--- src/hw/uart_dtr_dsr_defines.vh ---
`ifndef UART_DTR_DSR_DEFINES_VH
`define UART_DTR_DSR_DEFINES_VH
// ****************************************
// clock and bit rates
// ****************************************
`define CLK_FREQ_HZ 40000000
`define BAUD_300 300
`define BAUD_600 600
`define BAUD_1200 1200
`define BAUD_2400 2400
`define BAUD_4800 4800
`define BAUD_9600 9600
`define BAUD_SEL_300 3'h0
`define BAUD_SEL_600 3'h1
`define BAUD_SEL_1200 3'h2
`define BAUD_SEL_2400 3'h3
`define BAUD_SEL_4800 3'h4
`define BAUD_SEL_9600 3'h5
`define BAUD_SEL_RESET 3'h5
// ****************************************
// character format
// ****************************************
`define PAR_NONE 2'h0
`define PAR_ODD 2'h1
`define PAR_EVEN 2'h2
`define PAR_RESET 2'h0
`define FRAME_LAST_BIT 4'ha
`define STOP_MARKS 2'h3
`define CHAR_CTRL_C 8'h03
`define CHAR_NEWLINE 8'h0a
// ****************************************
// buffers
// ****************************************
`define RX_DEPTH 128
`define RX_COUNT_MAX 8'h80
`define RX_FULL_LEVEL 8'h64
`define TX_DEPTH 16
`define TX_COUNT_MAX 5'h10
// ****************************************
// register map, byte offsets
// ****************************************
`define REG_CTRL 8'h00
`define REG_STATUS 8'h04
`define REG_RXDATA 8'h08
`define REG_TXDATA 8'h0c
`define REG_CMD 8'h10
// status / command bit positions
`define ST_ABORT 7
`define ST_PERR 8
`define ST_FERR 9
`define ST_OVR 10
`define CMD_QUERY 0
`define CMD_RESP_DONE 1
`endif

--- src/hw/uart_frame_tx.v ---
`timescale 1ns/10ps
// ****************************************
// character transmitter, 11-bit frame
// ****************************************
module uart_frame_tx (
	// clock and reset
	input wire clk_sys_i,
	input wire resetn_i,
	// settings
	input wire [17:0] bit_cyc_i,
	input wire [1:0] par_mode_i,
	// character in
	input wire start_i,
	input wire [7:0] data_i,
	output reg busy_o,
	// line
	output reg txd_o
);
`include "uart_dtr_dsr_defines.vh"
	reg [9:0] sh_q; // payload then two stop marks
	reg [17:0] cnt_q; // cycles left in current bit
	reg [3:0] idx_q; // bits sent after start
	wire par_on = (par_mode_i == `PAR_ODD) || (par_mode_i == `PAR_EVEN);
	// parity over seven data bits, odd inverts
	wire par_bit = (^data_i[6:0]) ^ (par_mode_i == `PAR_ODD);
	wire [7:0] payload = par_on ? {par_bit, data_i[6:0]} : data_i;

	// bit timer and shifter; idle line stays at mark
	always @(posedge clk_sys_i or negedge resetn_i) begin
		if (!resetn_i) begin
			sh_q <= 10'h3ff;
			cnt_q <= 18'h00000;
			idx_q <= 4'h0;
			busy_o <= 1'b0;
			txd_o <= 1'b1;
		end else if (!busy_o) begin
			if (start_i) begin
				sh_q <= {`STOP_MARKS, payload};
				txd_o <= 1'b0; // start bit at space
				cnt_q <= bit_cyc_i - 18'h00001;
				idx_q <= 4'h0;
				busy_o <= 1'b1;
			end
		end else if (cnt_q != 18'h00000) begin
			cnt_q <= cnt_q - 18'h00001;
		end else if (idx_q == `FRAME_LAST_BIT) begin
			// second stop bit done
			busy_o <= 1'b0;
			txd_o <= 1'b1;
		end else begin
			txd_o <= sh_q[0]; // lsb first
			sh_q <= {1'b1, sh_q[9:1]};
			idx_q <= idx_q + 4'h1;
			cnt_q <= bit_cyc_i - 18'h00001;
		end
	end
endmodule

--- src/hw/uart_frame_rx.v ---
`timescale 1ns/10ps
// ****************************************
// character receiver, 11-bit frame
// ****************************************
module uart_frame_rx (
	// clock and reset
	input wire clk_sys_i,
	input wire resetn_i,
	// settings
	input wire [17:0] bit_cyc_i,
	input wire [1:0] par_mode_i,
	// line, already synchronised
	input wire rxd_i,
	// character out
	output reg valid_o,
	output reg [7:0] data_o,
	output reg perr_o,
	output reg ferr_o
);
`include "uart_dtr_dsr_defines.vh"
	localparam S_IDLE = 2'b01;
	localparam S_RUN = 2'b10;
	reg [1:0] st_q; // one-hot state
	reg [17:0] cnt_q; // cycles to next sample
	reg [3:0] idx_q; // sample index, 0 is start
	reg [9:0] sh_q; // payload and stops
	wire [9:0] full = {rxd_i, sh_q[9:1]};
	wire par_on = (par_mode_i == `PAR_ODD) || (par_mode_i == `PAR_EVEN);

	// samples at mid-bit; a start shorter than half a bit is dropped
	always @(posedge clk_sys_i or negedge resetn_i) begin
		if (!resetn_i) begin
			st_q <= S_IDLE;
			cnt_q <= 18'h00000;
			idx_q <= 4'h0;
			sh_q <= 10'h000;
			valid_o <= 1'b0;
			data_o <= 8'h00;
			perr_o <= 1'b0;
			ferr_o <= 1'b0;
		end else begin
			valid_o <= 1'b0;
			case (st_q)
			S_IDLE: begin
				if (!rxd_i) begin
					st_q <= S_RUN;
					cnt_q <= {1'b0, bit_cyc_i[17:1]};
					idx_q <= 4'h0;
				end
			end
			S_RUN: begin
				if (cnt_q != 18'h00000) begin
					cnt_q <= cnt_q - 18'h00001;
				end else if (idx_q == 4'h0 && rxd_i) begin
					st_q <= S_IDLE; // glitch, not a start
				end else if (idx_q == `FRAME_LAST_BIT) begin
					st_q <= S_IDLE;
					valid_o <= 1'b1;
					// seven bits with bit 7 cleared, or eight bits
					data_o <= par_on ? {1'b0, full[6:0]} : full[7:0];
					perr_o <= par_on && ((^full[7:0]) != (par_mode_i == `PAR_ODD));
					ferr_o <= full[9:8] != `STOP_MARKS;
				end else begin
					if (idx_q != 4'h0) begin
						sh_q <= full; // lsb first
					end
					idx_q <= idx_q + 4'h1;
					cnt_q <= bit_cyc_i - 18'h00001;
				end
			end
			default: begin
				st_q <= S_IDLE;
			end
			endcase
		end
	end
endmodule

--- src/hw/uart_dtr_dsr_flow_control.v ---
`timescale 1ns/10ps
`include "uart_dtr_dsr_defines.vh"
// ****************************************
// serial port with dtr/dsr handshake
// ****************************************
// How it works
// - six bit rates, 9600 at reset
// - none/8, odd/7 or even/7 characters
// - one start bit, two stop bits
// - start, data, optional parity, two stops
// - settings survive device clear; power-on only
// - dtr is hold-off out, dsr permission in
// - dtr false when receive buffer holds 100
// - dtr false until query response sent
// - dsr checked before every outgoing character
// - dtr false while output suspended
// - ctrl-c aborts and drops pending output
module uart_dtr_dsr_flow_control #(
	parameter CLK_HZ = `CLK_FREQ_HZ
) (
	// clock and reset
	input wire clk_sys_i,
	input wire resetn_i,
	// ahb-lite slave
	input wire hsel_i,
	input wire [31:0] haddr_i,
	input wire [1:0] htrans_i,
	input wire hwrite_i,
	input wire [2:0] hsize_i,
	input wire [31:0] hwdata_i,
	input wire hready_i,
	output reg [31:0] hrdata_o,
	output reg hreadyout_o,
	output reg hresp_o,
	// serial pins
	input wire rxd_i,
	input wire dsr_i,
	output wire txd_o,
	output reg dtr_o
);
	// the header sits above the module so the clock default is known in the parameter list
	// ****************************************
	// bit period per rate
	// ****************************************
	localparam integer DIV_300 = CLK_HZ / `BAUD_300;
	localparam integer DIV_600 = CLK_HZ / `BAUD_600;
	localparam integer DIV_1200 = CLK_HZ / `BAUD_1200;
	localparam integer DIV_2400 = CLK_HZ / `BAUD_2400;
	localparam integer DIV_4800 = CLK_HZ / `BAUD_4800;
	localparam integer DIV_9600 = CLK_HZ / `BAUD_9600;

	reg [2:0] baud_sel_q; // rate select
	reg [1:0] par_mode_q; // parity select
	reg [17:0] bit_cyc; // clocks per bit

	// unused select codes fall back to the fastest rate
	always @* begin
		case (baud_sel_q)
		`BAUD_SEL_300: bit_cyc = DIV_300[17:0];
		`BAUD_SEL_600: bit_cyc = DIV_600[17:0];
		`BAUD_SEL_1200: bit_cyc = DIV_1200[17:0];
		`BAUD_SEL_2400: bit_cyc = DIV_2400[17:0];
		`BAUD_SEL_4800: bit_cyc = DIV_4800[17:0];
		default: bit_cyc = DIV_9600[17:0];
		endcase
	end

	// ****************************************
	// pin synchronisers
	// ****************************************
	reg [1:0] rxd_sync_q; // [0] feeds only [1]
	reg [1:0] dsr_sync_q; // [0] feeds only [1]
	wire rxd_s = rxd_sync_q[1];
	wire dsr_s = dsr_sync_q[1]; // high means transmit allowed

	// two flops on each asynchronous pin
	always @(posedge clk_sys_i or negedge resetn_i) begin
		if (!resetn_i) begin
			rxd_sync_q <= 2'h3;
			dsr_sync_q <= 2'h0;
		end else begin
			rxd_sync_q <= {rxd_sync_q[0], rxd_i};
			dsr_sync_q <= {dsr_sync_q[0], dsr_i};
		end
	end

	// ****************************************
	// framers
	// ****************************************
	wire rx_valid; // one-cycle received character
	wire [7:0] rx_data;
	wire rx_perr;
	wire rx_ferr;
	wire tx_busy;
	wire tx_start;
	wire [7:0] tx_head;

	uart_frame_rx uart_frame_rx_inst (
		.clk_sys_i(clk_sys_i),
		.resetn_i(resetn_i),
		.bit_cyc_i(bit_cyc),
		.par_mode_i(par_mode_q),
		.rxd_i(rxd_s),
		.valid_o(rx_valid),
		.data_o(rx_data),
		.perr_o(rx_perr),
		.ferr_o(rx_ferr)
	);

	uart_frame_tx uart_frame_tx_inst (
		.clk_sys_i(clk_sys_i),
		.resetn_i(resetn_i),
		.bit_cyc_i(bit_cyc),
		.par_mode_i(par_mode_q),
		.start_i(tx_start),
		.data_i(tx_head),
		.busy_o(tx_busy),
		.txd_o(txd_o)
	);

	// ctrl-c never enters the buffer; it clears the device instead
	wire abort = rx_valid && (rx_data == `CHAR_CTRL_C);
	wire rx_nl = rx_valid && (rx_data == `CHAR_NEWLINE);

	// ****************************************
	// ahb-lite decode
	// ****************************************
	wire accept = hsel_i && hready_i && htrans_i[1];
	wire rd_acc = accept && !hwrite_i;
	reg wr_pend_q; // write data phase pending
	reg [7:0] wr_addr_q; // its offset
	wire wr_ctrl = wr_pend_q && (wr_addr_q == `REG_CTRL);
	wire wr_stat = wr_pend_q && (wr_addr_q == `REG_STATUS);
	wire wr_tx = wr_pend_q && (wr_addr_q == `REG_TXDATA);
	wire wr_cmd = wr_pend_q && (wr_addr_q == `REG_CMD);

	// ****************************************
	// receive buffer
	// ****************************************
	reg [7:0] rx_mem [0:`RX_DEPTH-1]; // characters awaiting software
	reg [6:0] rx_wp_q;
	reg [6:0] rx_rp_q;
	reg [7:0] rx_cnt_q;
	wire rx_empty = rx_cnt_q == 8'h00;
	wire rx_push = rx_valid && !abort && (rx_cnt_q != `RX_COUNT_MAX);
	wire rx_pop = rd_acc && (haddr_i[7:0] == `REG_RXDATA) && !rx_empty;
	wire rx_full = rx_cnt_q >= `RX_FULL_LEVEL; // hold-off level

	// a read of the data register pops one character
	always @(posedge clk_sys_i or negedge resetn_i) begin
		if (!resetn_i) begin
			rx_wp_q <= 7'h00;
			rx_rp_q <= 7'h00;
			rx_cnt_q <= 8'h00;
		end else begin
			if (rx_push) begin
				rx_wp_q <= rx_wp_q + 7'h01;
			end
			if (rx_pop) begin
				rx_rp_q <= rx_rp_q + 7'h01;
			end
			if (rx_push && !rx_pop) begin
				rx_cnt_q <= rx_cnt_q + 8'h01;
			end else if (rx_pop && !rx_push) begin
				rx_cnt_q <= rx_cnt_q - 8'h01;
			end
		end
	end

	// storage without reset keeps it a plain memory
	always @(posedge clk_sys_i) begin
		if (rx_push) begin
			rx_mem[rx_wp_q] <= rx_data;
		end
	end

	// ****************************************
	// pending output queue
	// ****************************************
	reg [7:0] tx_mem [0:`TX_DEPTH-1]; // output not yet framed
	reg [3:0] tx_wp_q;
	reg [3:0] tx_rp_q;
	reg [4:0] tx_cnt_q;
	wire tx_have = tx_cnt_q != 5'h00;
	wire tx_push = wr_tx && !abort && (tx_cnt_q != `TX_COUNT_MAX);
	// dsr is looked at before each character only
	assign tx_start = tx_have && !tx_busy && dsr_s && !abort;
	assign tx_head = tx_mem[tx_rp_q];
	// a character waits on dsr
	wire suspended = tx_have && !tx_busy && !dsr_s;

	// an abort empties the queue; a frame on the wire still completes
	always @(posedge clk_sys_i or negedge resetn_i) begin
		if (!resetn_i) begin
			tx_wp_q <= 4'h0;
			tx_rp_q <= 4'h0;
			tx_cnt_q <= 5'h00;
		end else if (abort) begin
			tx_rp_q <= tx_wp_q;
			tx_cnt_q <= 5'h00;
		end else begin
			if (tx_push) begin
				tx_wp_q <= tx_wp_q + 4'h1;
			end
			if (tx_start) begin
				tx_rp_q <= tx_rp_q + 4'h1;
			end
			if (tx_push && !tx_start) begin
				tx_cnt_q <= tx_cnt_q + 5'h01;
			end else if (tx_start && !tx_push) begin
				tx_cnt_q <= tx_cnt_q - 5'h01;
			end
		end
	end

	// queue storage
	always @(posedge clk_sys_i) begin
		if (tx_push) begin
			tx_mem[tx_wp_q] <= hwdata_i[7:0];
		end
	end

	// ****************************************
	// query hold-off
	// ****************************************
	reg query_q; // software has a reply to give
	reg resp_done_q; // whole reply is queued
	reg nl_seen_q; // terminator received
	wire hold_query = query_q && nl_seen_q;
	wire drained = !tx_have && !tx_busy;
	wire release_q = query_q && resp_done_q && drained;

	// hold lasts until the last stop bit of the reply
	always @(posedge clk_sys_i or negedge resetn_i) begin
		if (!resetn_i) begin
			query_q <= 1'b0;
			resp_done_q <= 1'b0;
			nl_seen_q <= 1'b0;
		end else if (abort || release_q) begin
			query_q <= 1'b0;
			resp_done_q <= 1'b0;
			nl_seen_q <= 1'b0;
		end else begin
			if (wr_cmd && hwdata_i[`CMD_QUERY]) begin
				query_q <= 1'b1;
			end
			if (wr_cmd && hwdata_i[`CMD_RESP_DONE]) begin
				resp_done_q <= 1'b1;
			end
			if (rx_nl) begin
				nl_seen_q <= 1'b1;
			end
		end
	end

	// ****************************************
	// dtr output
	// ****************************************
	// any of three causes holds the host off
	always @(posedge clk_sys_i or negedge resetn_i) begin
		if (!resetn_i) begin
			dtr_o <= 1'b0;
		end else begin
			dtr_o <= !(rx_full || hold_query || suspended);
		end
	end

	// ****************************************
	// settings and sticky flags
	// ****************************************
	reg abort_q; // ctrl-c seen
	reg perr_q; // parity error seen
	reg ferr_q; // stop bit missing
	reg ovr_q; // character lost, buffer at capacity
	wire ovr_set = rx_valid && !abort && (rx_cnt_q == `RX_COUNT_MAX);

	// settings reset only at power-on; ctrl-c leaves them alone
	always @(posedge clk_sys_i or negedge resetn_i) begin
		if (!resetn_i) begin
			baud_sel_q <= `BAUD_SEL_RESET;
			par_mode_q <= `PAR_RESET;
		end else if (wr_ctrl) begin
			baud_sel_q <= hwdata_i[2:0];
			par_mode_q <= hwdata_i[4:3];
		end
	end

	// write one to clear; a new event in the same cycle wins
	always @(posedge clk_sys_i or negedge resetn_i) begin
		if (!resetn_i) begin
			abort_q <= 1'b0;
			perr_q <= 1'b0;
			ferr_q <= 1'b0;
			ovr_q <= 1'b0;
		end else begin
			abort_q <= abort || (abort_q && !(wr_stat && hwdata_i[`ST_ABORT]));
			perr_q <= (rx_valid && rx_perr) || (perr_q && !(wr_stat && hwdata_i[`ST_PERR]));
			ferr_q <= (rx_valid && rx_ferr) || (ferr_q && !(wr_stat && hwdata_i[`ST_FERR]));
			ovr_q <= ovr_set || (ovr_q && !(wr_stat && hwdata_i[`ST_OVR]));
		end
	end

	// ****************************************
	// bus answers
	// ****************************************
	reg [31:0] rd_mux;

	// read value built in the address phase
	always @* begin
		case (haddr_i[7:0])
		`REG_CTRL: rd_mux = {27'h0000000, par_mode_q, baud_sel_q};
		`REG_STATUS: rd_mux = {8'h00, rx_cnt_q, 4'h0, hold_query, ovr_q, ferr_q, perr_q,
			abort_q, dsr_s, dtr_o, suspended, tx_busy, !tx_have, rx_full, !rx_empty};
		`REG_RXDATA: rd_mux = {24'h000000, rx_empty ? 8'h00 : rx_mem[rx_rp_q]};
		`REG_CMD: rd_mux = {30'h00000000, resp_done_q, query_q};
		default: rd_mux = 32'h00000000;
		endcase
	end

	// zero wait states, always okay
	always @(posedge clk_sys_i or negedge resetn_i) begin
		if (!resetn_i) begin
			hrdata_o <= 32'h00000000;
			hreadyout_o <= 1'b1;
			hresp_o <= 1'b0;
			wr_pend_q <= 1'b0;
			wr_addr_q <= 8'h00;
		end else begin
			hreadyout_o <= 1'b1;
			hresp_o <= 1'b0;
			wr_pend_q <= accept && hwrite_i;
			wr_addr_q <= haddr_i[7:0];
			if (rd_acc) begin
				hrdata_o <= rd_mux;
			end
		end
	end
endmodule

--- config.mk ---
export PLATFORM = sky130hd
export DESIGN_NAME = uart_dtr_dsr_flow_control
export DESIGN_NICKNAME = d
export VERILOG_FILES = /design/src/hw/uart_frame_tx.v /design/src/hw/uart_frame_rx.v /design/src/hw/uart_dtr_dsr_flow_control.v
export VERILOG_INCLUDE_DIRS = /design/src /design/src/hw
export SDC_FILE = /design/constraint.sdc
export NUM_CORES = 2
export LEC_CHECK = 0
export ABC_AREA = 1
export BUFFER_PORTS_ARGS = -buffer_cell sky130_fd_sc_hd__buf_2
export CORE_MARGIN = 2
export CORE_UTILIZATION = 30
export CTS_CLUSTER_DIAMETER = 100
export CTS_CLUSTER_SIZE = 30
export DETAILED_ROUTE_END_ITERATION = 10
export PLACE_DENSITY = 0.43
export SLEW_MARGIN = 10
export SYNTH_ARGS = -nofsm -noshare
export SYNTH_HDL_FRONTEND = slang
export SYNTH_SLANG_ARGS = --single-unit
--- constraint.sdc ---
create_clock -name clk_sys_i -period 5.2 [get_ports clk_sys_i]
set_clock_uncertainty 0.15 [all_clocks]
set_input_delay 0.78 -clock clk_sys_i [delete_from_list [all_inputs] [get_ports clk_sys_i]]
set_output_delay 0.78 -clock clk_sys_i [all_outputs]
set_load 0.03 [all_outputs]
* Yosys cells after proc, flatten, opt, wreduce, memory -nomap -nowiden *
Memories as Yosys holds them, arrays and structs flattened.
Cells that the tools add are included.
Widths: inputs -> output; s select.

cells by class
  add/subtract/negate cells = 13
  mux-type cells = 61
  equality and inequality tests = 33
  bitwise operators = 5
  reductions and logical operators = 94
  order comparisons = 1

operators by type and width
  kind                   number
  $mux 18                8
  $pmux 24 s4            1
  $pmux 18 s5            1
  $sub 18x1->18 const B  3
  $logic_and 1x1->1      43
  $mux 10                4
  $mux 4                 10
  $mux 8                 5
  $pmux 18 s2            1
  $reduce_bool 18->1     2
  $eq 8x4->1 const B     3
  $logic_not 8->1        3
  $mux 1                 22
  $add 4x1->4 const B    4
  $eq 8x3->1 const B     2
  $eq 8x5->1 const B     2
  $logic_not 1->1        15
  $mux 5                 3
  $add 7x1->7 const B    2
  $ne 2x2->1 const B     7
  $reduce_bool 2->1      7
  $reduce_and 5->1       2
  $add 8x1->8 const B    1
  $eq 4x4->1 const B     2
  33 further kinds       54

word-level totals
  register bits after elaboration = 172
  input port bits = 76
  logic and storage cells = 243
  memories = 2
  output and inout port bits = 36
  memory bits (writable) = 1152

memory list
  name    depth  bits a word  read ports  clocked after Yosys merged registers in  wr ports  RTL line                         text
  rx_mem  128    8            1           0                                        1         uart_dtr_dsr_flow_control.v:140  reg [7:0] rx_mem [0:`RX_DEPTH-1];
  tx_mem  16     8            1           0                                        1         uart_dtr_dsr_flow_control.v:180  reg [7:0] tx_mem [0:`TX_DEPTH-1];

* Depth between registers and ports, before layout *
  depth after elaboration = 10
  depth in mapped cells = 23
  depth with buffers taken out = 23

* Modules after synthesis *
Synthesis repeated with hierarchy kept, for this count alone.

second synthesis, totals
  cells, all modules = 5654
  area, all modules = 57885.5 um^2

modules (own cells, without submodules)
  module                     seq. area each (um^2)  cells each  times used  area an instance (um^2)
  uart_dtr_dsr_flow_control  36625.1                4818        1           52354.0
  uart_frame_rx              1102.3                 410         1           2897.8
  uart_frame_tx              812.0                  426         1           2633.8

* Worst setup path before layout *
Ideal clock, no wire load.

  path kind = register to register
  start point = reg uart_frame_rx_inst.data_o[0]
  end point = reg rx_cnt_q[7]
  setup time = 0.083 ns
  clock period less this slack = 4.532 ns
  cell stages (with the launch flop) = 23
  path buffers = 0
  arrival = 4.299 ns
  path slack = 0.668 ns
  required time = 4.967 ns
  cell sequence = dfrtp_1 > nand2_1 > nor3_1 > nand2_1 > inv_1 > nor2_1 > nand2_1 > clkinv_1 > ha_1 > inv_1 > ha_1 > a21oi_1 > nand2_1 > nand2_1 > nand2_1 > a21oi_1 > nor2_1 > nor2_1 > nor2_1 > nor2_1 > xor2_1 > nand2_1 > o21ai_0

between the ends
  longest elaborated chain between the ends = 8
  elaborated cells on any way between the ends = 10
  those cells by class = eq/ne (1); mux (1); reduce/logical (8)

RTL lines
  item                              RTL line                         text
  from (decl)                       uart_frame_rx.v:16               output reg [7:0] data_o,
  from (signal assigned)            uart_frame_rx.v:60               data_o <= par_on ? {1'b0, full[6:0]} : full[7:0];
  $eq 8x2->1 (no line) *            --
  $logic_and 1x1->1 *               uart_dtr_dsr_flow_control.v:122  wire abort = rx_valid && (rx_data == `CHAR_CTRL_C);
  $logic_not 1->1 *                 uart_dtr_dsr_flow_control.v:145  wire rx_push = rx_valid && !abort && (rx_cnt_q != `RX_COUNT_MAX);
  $logic_and 1x1->1 * (2 in a row)  uart_dtr_dsr_flow_control.v:145
  named net rx_push                 uart_dtr_dsr_flow_control.v:145
  $logic_not 1->1                   uart_dtr_dsr_flow_control.v:164  end else if (rx_pop && !rx_push) begin
  $logic_and 1x1->1                 uart_dtr_dsr_flow_control.v:164
  $reduce_bool 2->1 (no line)       --
  to (signal assigned)              uart_dtr_dsr_flow_control.v:163  rx_cnt_q <= rx_cnt_q + 8'h01;
  to (signal assigned)              uart_dtr_dsr_flow_control.v:165  rx_cnt_q <= rx_cnt_q - 8'h01;
  to (decl)                         uart_dtr_dsr_flow_control.v:143  reg [7:0] rx_cnt_q;

The timed path passes the listed nets; every way through them passes the cells marked *.
A chain may end at the register's enable or synchronous reset.

* Worst setup path after layout *
  start point = reg rx_cnt_q[3]
  end point = reg rx_cnt_q[7]

between the ends
  elaborated cells on any way between the ends = 14
  those cells by class = add/sub (2); eq/ne (1); mux (2); reduce/logical (9)

RTL lines
  item                         RTL line
  $ne 8x8->1 (no line) *       --
  $logic_and 1x1->1 *          uart_dtr_dsr_flow_control.v:145
  named net rx_push            uart_dtr_dsr_flow_control.v:145
  $logic_not 1->1              uart_dtr_dsr_flow_control.v:164
  $logic_and 1x1->1            uart_dtr_dsr_flow_control.v:164
  $reduce_bool 2->1 (no line)  --

The timed path passes the listed nets; every way through them passes the cells marked *. The select of a mux whose other input is x is not followed.

==> qor.json <==
{
  "maximum_number_of_pins_on_one_net_before_global_route_repair": {"value": 147},
  "grt_antenna_before_repair": {"value": 1},
  "boundaryPins": {"value": 112},
  "crit_arrival": {"value": 4.47, "unit": "ns"},
  "dp_cells": {"value": 7226},
  "worst_slew_pin_slew": {"value": 1.070, "unit": "ns"},
  "buffer_ports.inserted": {"value": 48},
  "critPathLaunchType": {"value": "register"},
  "syn-instance-count": {"value": 4856},
  "critical_path_peak_fanout": {"value": 10},
  "ys_seq_elements": {"value": 1309},
  "synth.cell_area": {"value": 0.05549, "unit": "mm²"},
  "cts_max_level": {"value": 2},
  "die_area": {"value": 0.1884, "unit": "mm²"},
  "timing.final.crit_share": {"value": 76.33, "unit": "%"},
  "worst_path_max_delay_cell": {"value": "clkinv_1"},
  "grt_use_total": {"value": 16.56, "unit": "%"},
  "first_iter_violations": {"value": 2861},
  "antenna_cells": {"value": 0},
  "ctsRootBufferMaster": {"value": "clkbuf_16"},
  "finalSetupViolCount": {"value": 0},
  "finished_layout_cells": {"value": 7326},
  "timing.slew.headroom": {"value": 28.64, "unit": "%"},
  "row_count": {"value": 157},
  "grt_pass1_vias": {"value": 34591},
  "tritoncts": {"value": "built"},
  "totalNegativeSetupSlack": {"value": 0, "unit": "ns"},
  "r2r-end": {"value": "rx_cnt_q[7]"},
  "antenna_left": {"value": 0},
  "synth_top_cell_area_share": {"value": 62.34, "unit": "%"},
  "type_of_the_tightest_min_delay_check": {"value": "input port to register"},
  "worst_r2r_path_depth": {"value": 21},
  "timing.critical_path.cells": {"value": "nor2_1 > nand4_1 > inv_1 > nand3_1 > nand2_1 > clkinv_1 > ha_1 > inv_1 > ha_1 > a21oi_1 > nand2_1 > nand2_1 > nand2_1 > a21oi_1 > nor2_1 > nor2_1 > nor2_1 > nor2_1 > xor2_1 > nand2_1 > o21ai_0"},
  "crit_start": {"value": "rx_cnt_q[3]"},
  "critical_path_required": {"value": 5.70, "unit": "ns"},
  "final_net_count": {"value": 4929},
  "avgRoutedWirePerCell": {"value": 21.59, "unit": "µm"},
  "vdd.ir_drop.worst": {"value": 378.3, "unit": "µV"},
  "synth-warning-count": {"value": 0},
  "regToRegStartpoint": {"value": "rx_cnt_q[3]"},
  "cts.path.max_buffers": {"value": 3},
  "start_util": {"value": 30.25, "unit": "%"},
  "hold_slack": {"value": 0.06865, "unit": "ns"},
  "detailedPlacementHpwl": {"value": 93570, "unit": "µm"},
  "synth.avg_cell_area": {"value": 11.43, "unit": "µm²"},
  "detailroute.via_count": {"value": 35247},
  "crit_family": {"value": "simple AND/OR/NAND/NOR gates"},
  "holdPathEnd": {"value": "wr_addr_q[3]"},
  "place.gp.congestion": {"value": 0.8080},
  "post_drt_via_cell_ratio": {"value": 4.811},
  "cp-end-kind": {"value": "register"},
  "die_width": {"value": 434.1, "unit": "µm"},
  "grt_overflow_total": {"value": 0},
  "grt_first_pass_wirelength": {"value": 235900, "unit": "µm"},
  "critical_path_depth": {"value": 21},
  "layout.core_utilization": {"value": 32.73, "unit": "%"},
  "yosys.cell_count.top_type": {"value": "edfxtp_1"},
  "finalPower": {"value": 19.30, "unit": "mW"},
  "cap_viol_max_count": {"value": 0},
  "critical_path_buf_inv_count": {"value": 3},
  "die_height": {"value": 434.1, "unit": "µm"},
  "core-area": {"value": 0.1835, "unit": "mm²"},
  "outcome": {"value": "complete, no violations"},
  "worstHoldPathCells": {"value": 1},
  "proportion_of_synthesized_flip_flops_having_asynchronous_set_or_reset": {"value": 11.99, "unit": "%"},
  "final_max_slew_viol_count": {"value": 0},
  "detail_route.first_pass.iterations": {"value": 6},
  "hold_violations": {"value": 0},
  "post_cts_setup_buffer_count": {"value": 0},
  "fmax": {"value": 0.2519, "unit": "GHz"},
  "remaining_drc_errors": {"value": 0},
  "synth_flop_cell": {"value": "edfxtp_1"},
  "post_synth_most_frequent_cells": {"value": "1152 x edfxtp_1, 932 x nor2_1, 663 x nand2_1"},
  "synth.yosys.seq_area_share": {"value": 69.45, "unit": "%"},
  "area_growth_syn_to_layout": {"value": 8.200, "unit": "%"},
  "layout_min_cycle_time": {"value": 3.969, "unit": "ns"},
  "cts-buffers-inserted": {"value": 52},
  "clkSlewWorstSetupHoldPaths": {"value": 0.12, "unit": "ns"},
  "timing.setup.critical_path_class": {"value": "register to register"},
  "wl": {"value": 158200, "unit": "µm"},
  "clock_sink_count": {"value": 1309},
  "power.static_leakage": {"value": 18.18, "unit": "nW"},
  "reg2reg_setup_slack": {"value": 1.23, "unit": "ns"},
  "setup_repair_after_global_routing_missed_its_margin": {"value": "no"},
  "power_density": {"value": 321.4, "unit": "mW/mm²"},
  "synth.distinct_cells": {"value": 61},
  "final_layout_size_suffix_gt1_share": {"value": 6.870, "unit": "%"},
  "yosys-top-cells-area": {"value": "edfxtp_1 62%, dfrtp_1 6.4%, nor2_1 6.3%"},
  "clk-insertion-delay-late": {"value": 0.73, "unit": "ns"},
  "edff_count_synth": {"value": 1152},
  "crit_path_max_incr_delay": {"value": 0.42, "unit": "ns"},
  "synth_top_cell_by_area": {"value": "edfxtp_1"},
  "timing.hold.worst.start": {"value": "haddr_i[3]"}
}
==> worst max-delay path by stage <==
stage / to / slack (ns)
floorplan: rx_cnt_q[7] / 0.67
global placement: rx_cnt_q[7] / 1.07
detailed placement: rx_cnt_q[7] / 1.12
CTS: rx_cnt_q[7] / 1.09
global route: rx_cnt_q[7] / 0.78
finish: rx_cnt_q[7] / 1.23
==> repair_timing <==
action	4_1_cts	5_1_grt
gates resized for setup	0	0
hold buffers	9	0
hold endpoints to repair	69	0
==> routing by layer <==
metal  track usage [%]  share of wire [%]  vias up
met5                 0                  0        -
met4             3.888                2.2        0
met3             1.657                3.2      129
met2             27.20                 47      524
met1             23.52                 47    17730
li1                  -                  -    16864
==> kinds of logic (layout without fill, tap and decap cells) <==
kind of cell	after synthesis	after routing	share of synthesized area [%]
simple gates	1961	1961	14.36
flops	1309	1309	69.45
compound gates	972	972	9.909
buf+inv	535	529	4.825
xor+xnor	47	47	0.7418
fa+ha+maj	28	28	0.6584
other cells	2	14	0.01353
mux	2	2	0.04058
==> worst reg2reg max path, stage by stage (launching register included) <==
cell and delay [ns]:
dfrtp_1 0.41, nor2_1 0.18, nand4_1 0.12, inv_1 0.15, nand3_1 0.16, nand2_1 0.32, clkinv_1 0.42, ha_1 0.39
inv_1 0.14, ha_1 0.29, a21oi_1 0.15, nand2_1 0.08, nand2_1 0.09, nand2_1 0.06, a21oi_1 0.16, nor2_1 0.08
nor2_1 0.10, nor2_1 0.05, nor2_1 0.11, xor2_1 0.15, nand2_1 0.06, o21ai_0 0.08
==> metrics by stage <==
step                      setup slack, ns  cell area (µm²)
after CTS                           1.086            60050
after floorplan                    0.6683            55540
final                               1.231            60050
after global placement              1.074            58310
after global routing               0.7821            60050
after detailed placement            1.117            58310
==> cell type report <==
class	count	area [µm²]
inverter	260	987.2
clock buffer	78	1430
multi-input combinational	3024	14330
timing repair buffer	178	1420
clock inverter	13	212.7
fill	18646	123400
sequential	1309	38580
tap	2464	3083
==> placed cells by master, fill, tap and decap left out, types with 4 or more instances in the layout <==
cell and n:
edfxtp_1 1152, dfstp_2 14, a31oi_1 9, nand2_1 663, o211ai_2 4, buf_12 14, nand3_1 288, buf_2 47
xor2_1 34, dlygate4sd3_1 9, xnor2_1 13, clkinv_1 11, nor2_2 6, nand2_2 7, clkbuf_16 53, nand4_1 20
a22oi_1 7, o22ai_1 79, dfrtp_1 131, a21oi_1 83, inv_1 227, clkbuf_1 24, inv_2 20, nor2_1 931
o221ai_1 9, o21ai_0 532, o21ai_1 90, o211ai_1 136, o31ai_1 4, conb_1 14, o21ai_2 7, nand3b_1 4
ha_1 26, dfrtp_4 11, or2_2 6, nor3_1 12, nor2_4 4, nor4_1 4, buf_4 107
==> power by group <==
group          leakage (nW)  internal [mW]  switching [mW]  total [mW]
Combinational          7.25          0.666            1.41        2.08
Sequential             10.1           11.5           0.189        11.7
Clock                 0.783           2.13            3.38        5.51
Total                  18.2           14.3            4.98        19.3
==> flip-flops by register name (all words and copies together) (netlist names), 3 cells and up <==
| register | count |
|---|---|
| baud_sel_q | 3 |
| hrdata_o | 20 |
| rx_cnt_q | 8 |
| rx_mem | 1024 |
| rx_rp_q | 7 |
| rx_wp_q | 7 |
| tx_cnt_q | 5 |
| tx_mem | 128 |
| tx_rp_q | 4 |
| tx_wp_q | 4 |
| uart_frame_rx_inst.cnt_q | 18 |
| uart_frame_rx_inst.data_o | 8 |
| uart_frame_rx_inst.idx_q | 4 |
| uart_frame_rx_inst.sh_q | 9 |
| uart_frame_tx_inst.cnt_q | 18 |
| uart_frame_tx_inst.idx_q | 4 |
| uart_frame_tx_inst.sh_q | 8 |
| wr_addr_q | 8 |
(Power assumes the default switching activity.)
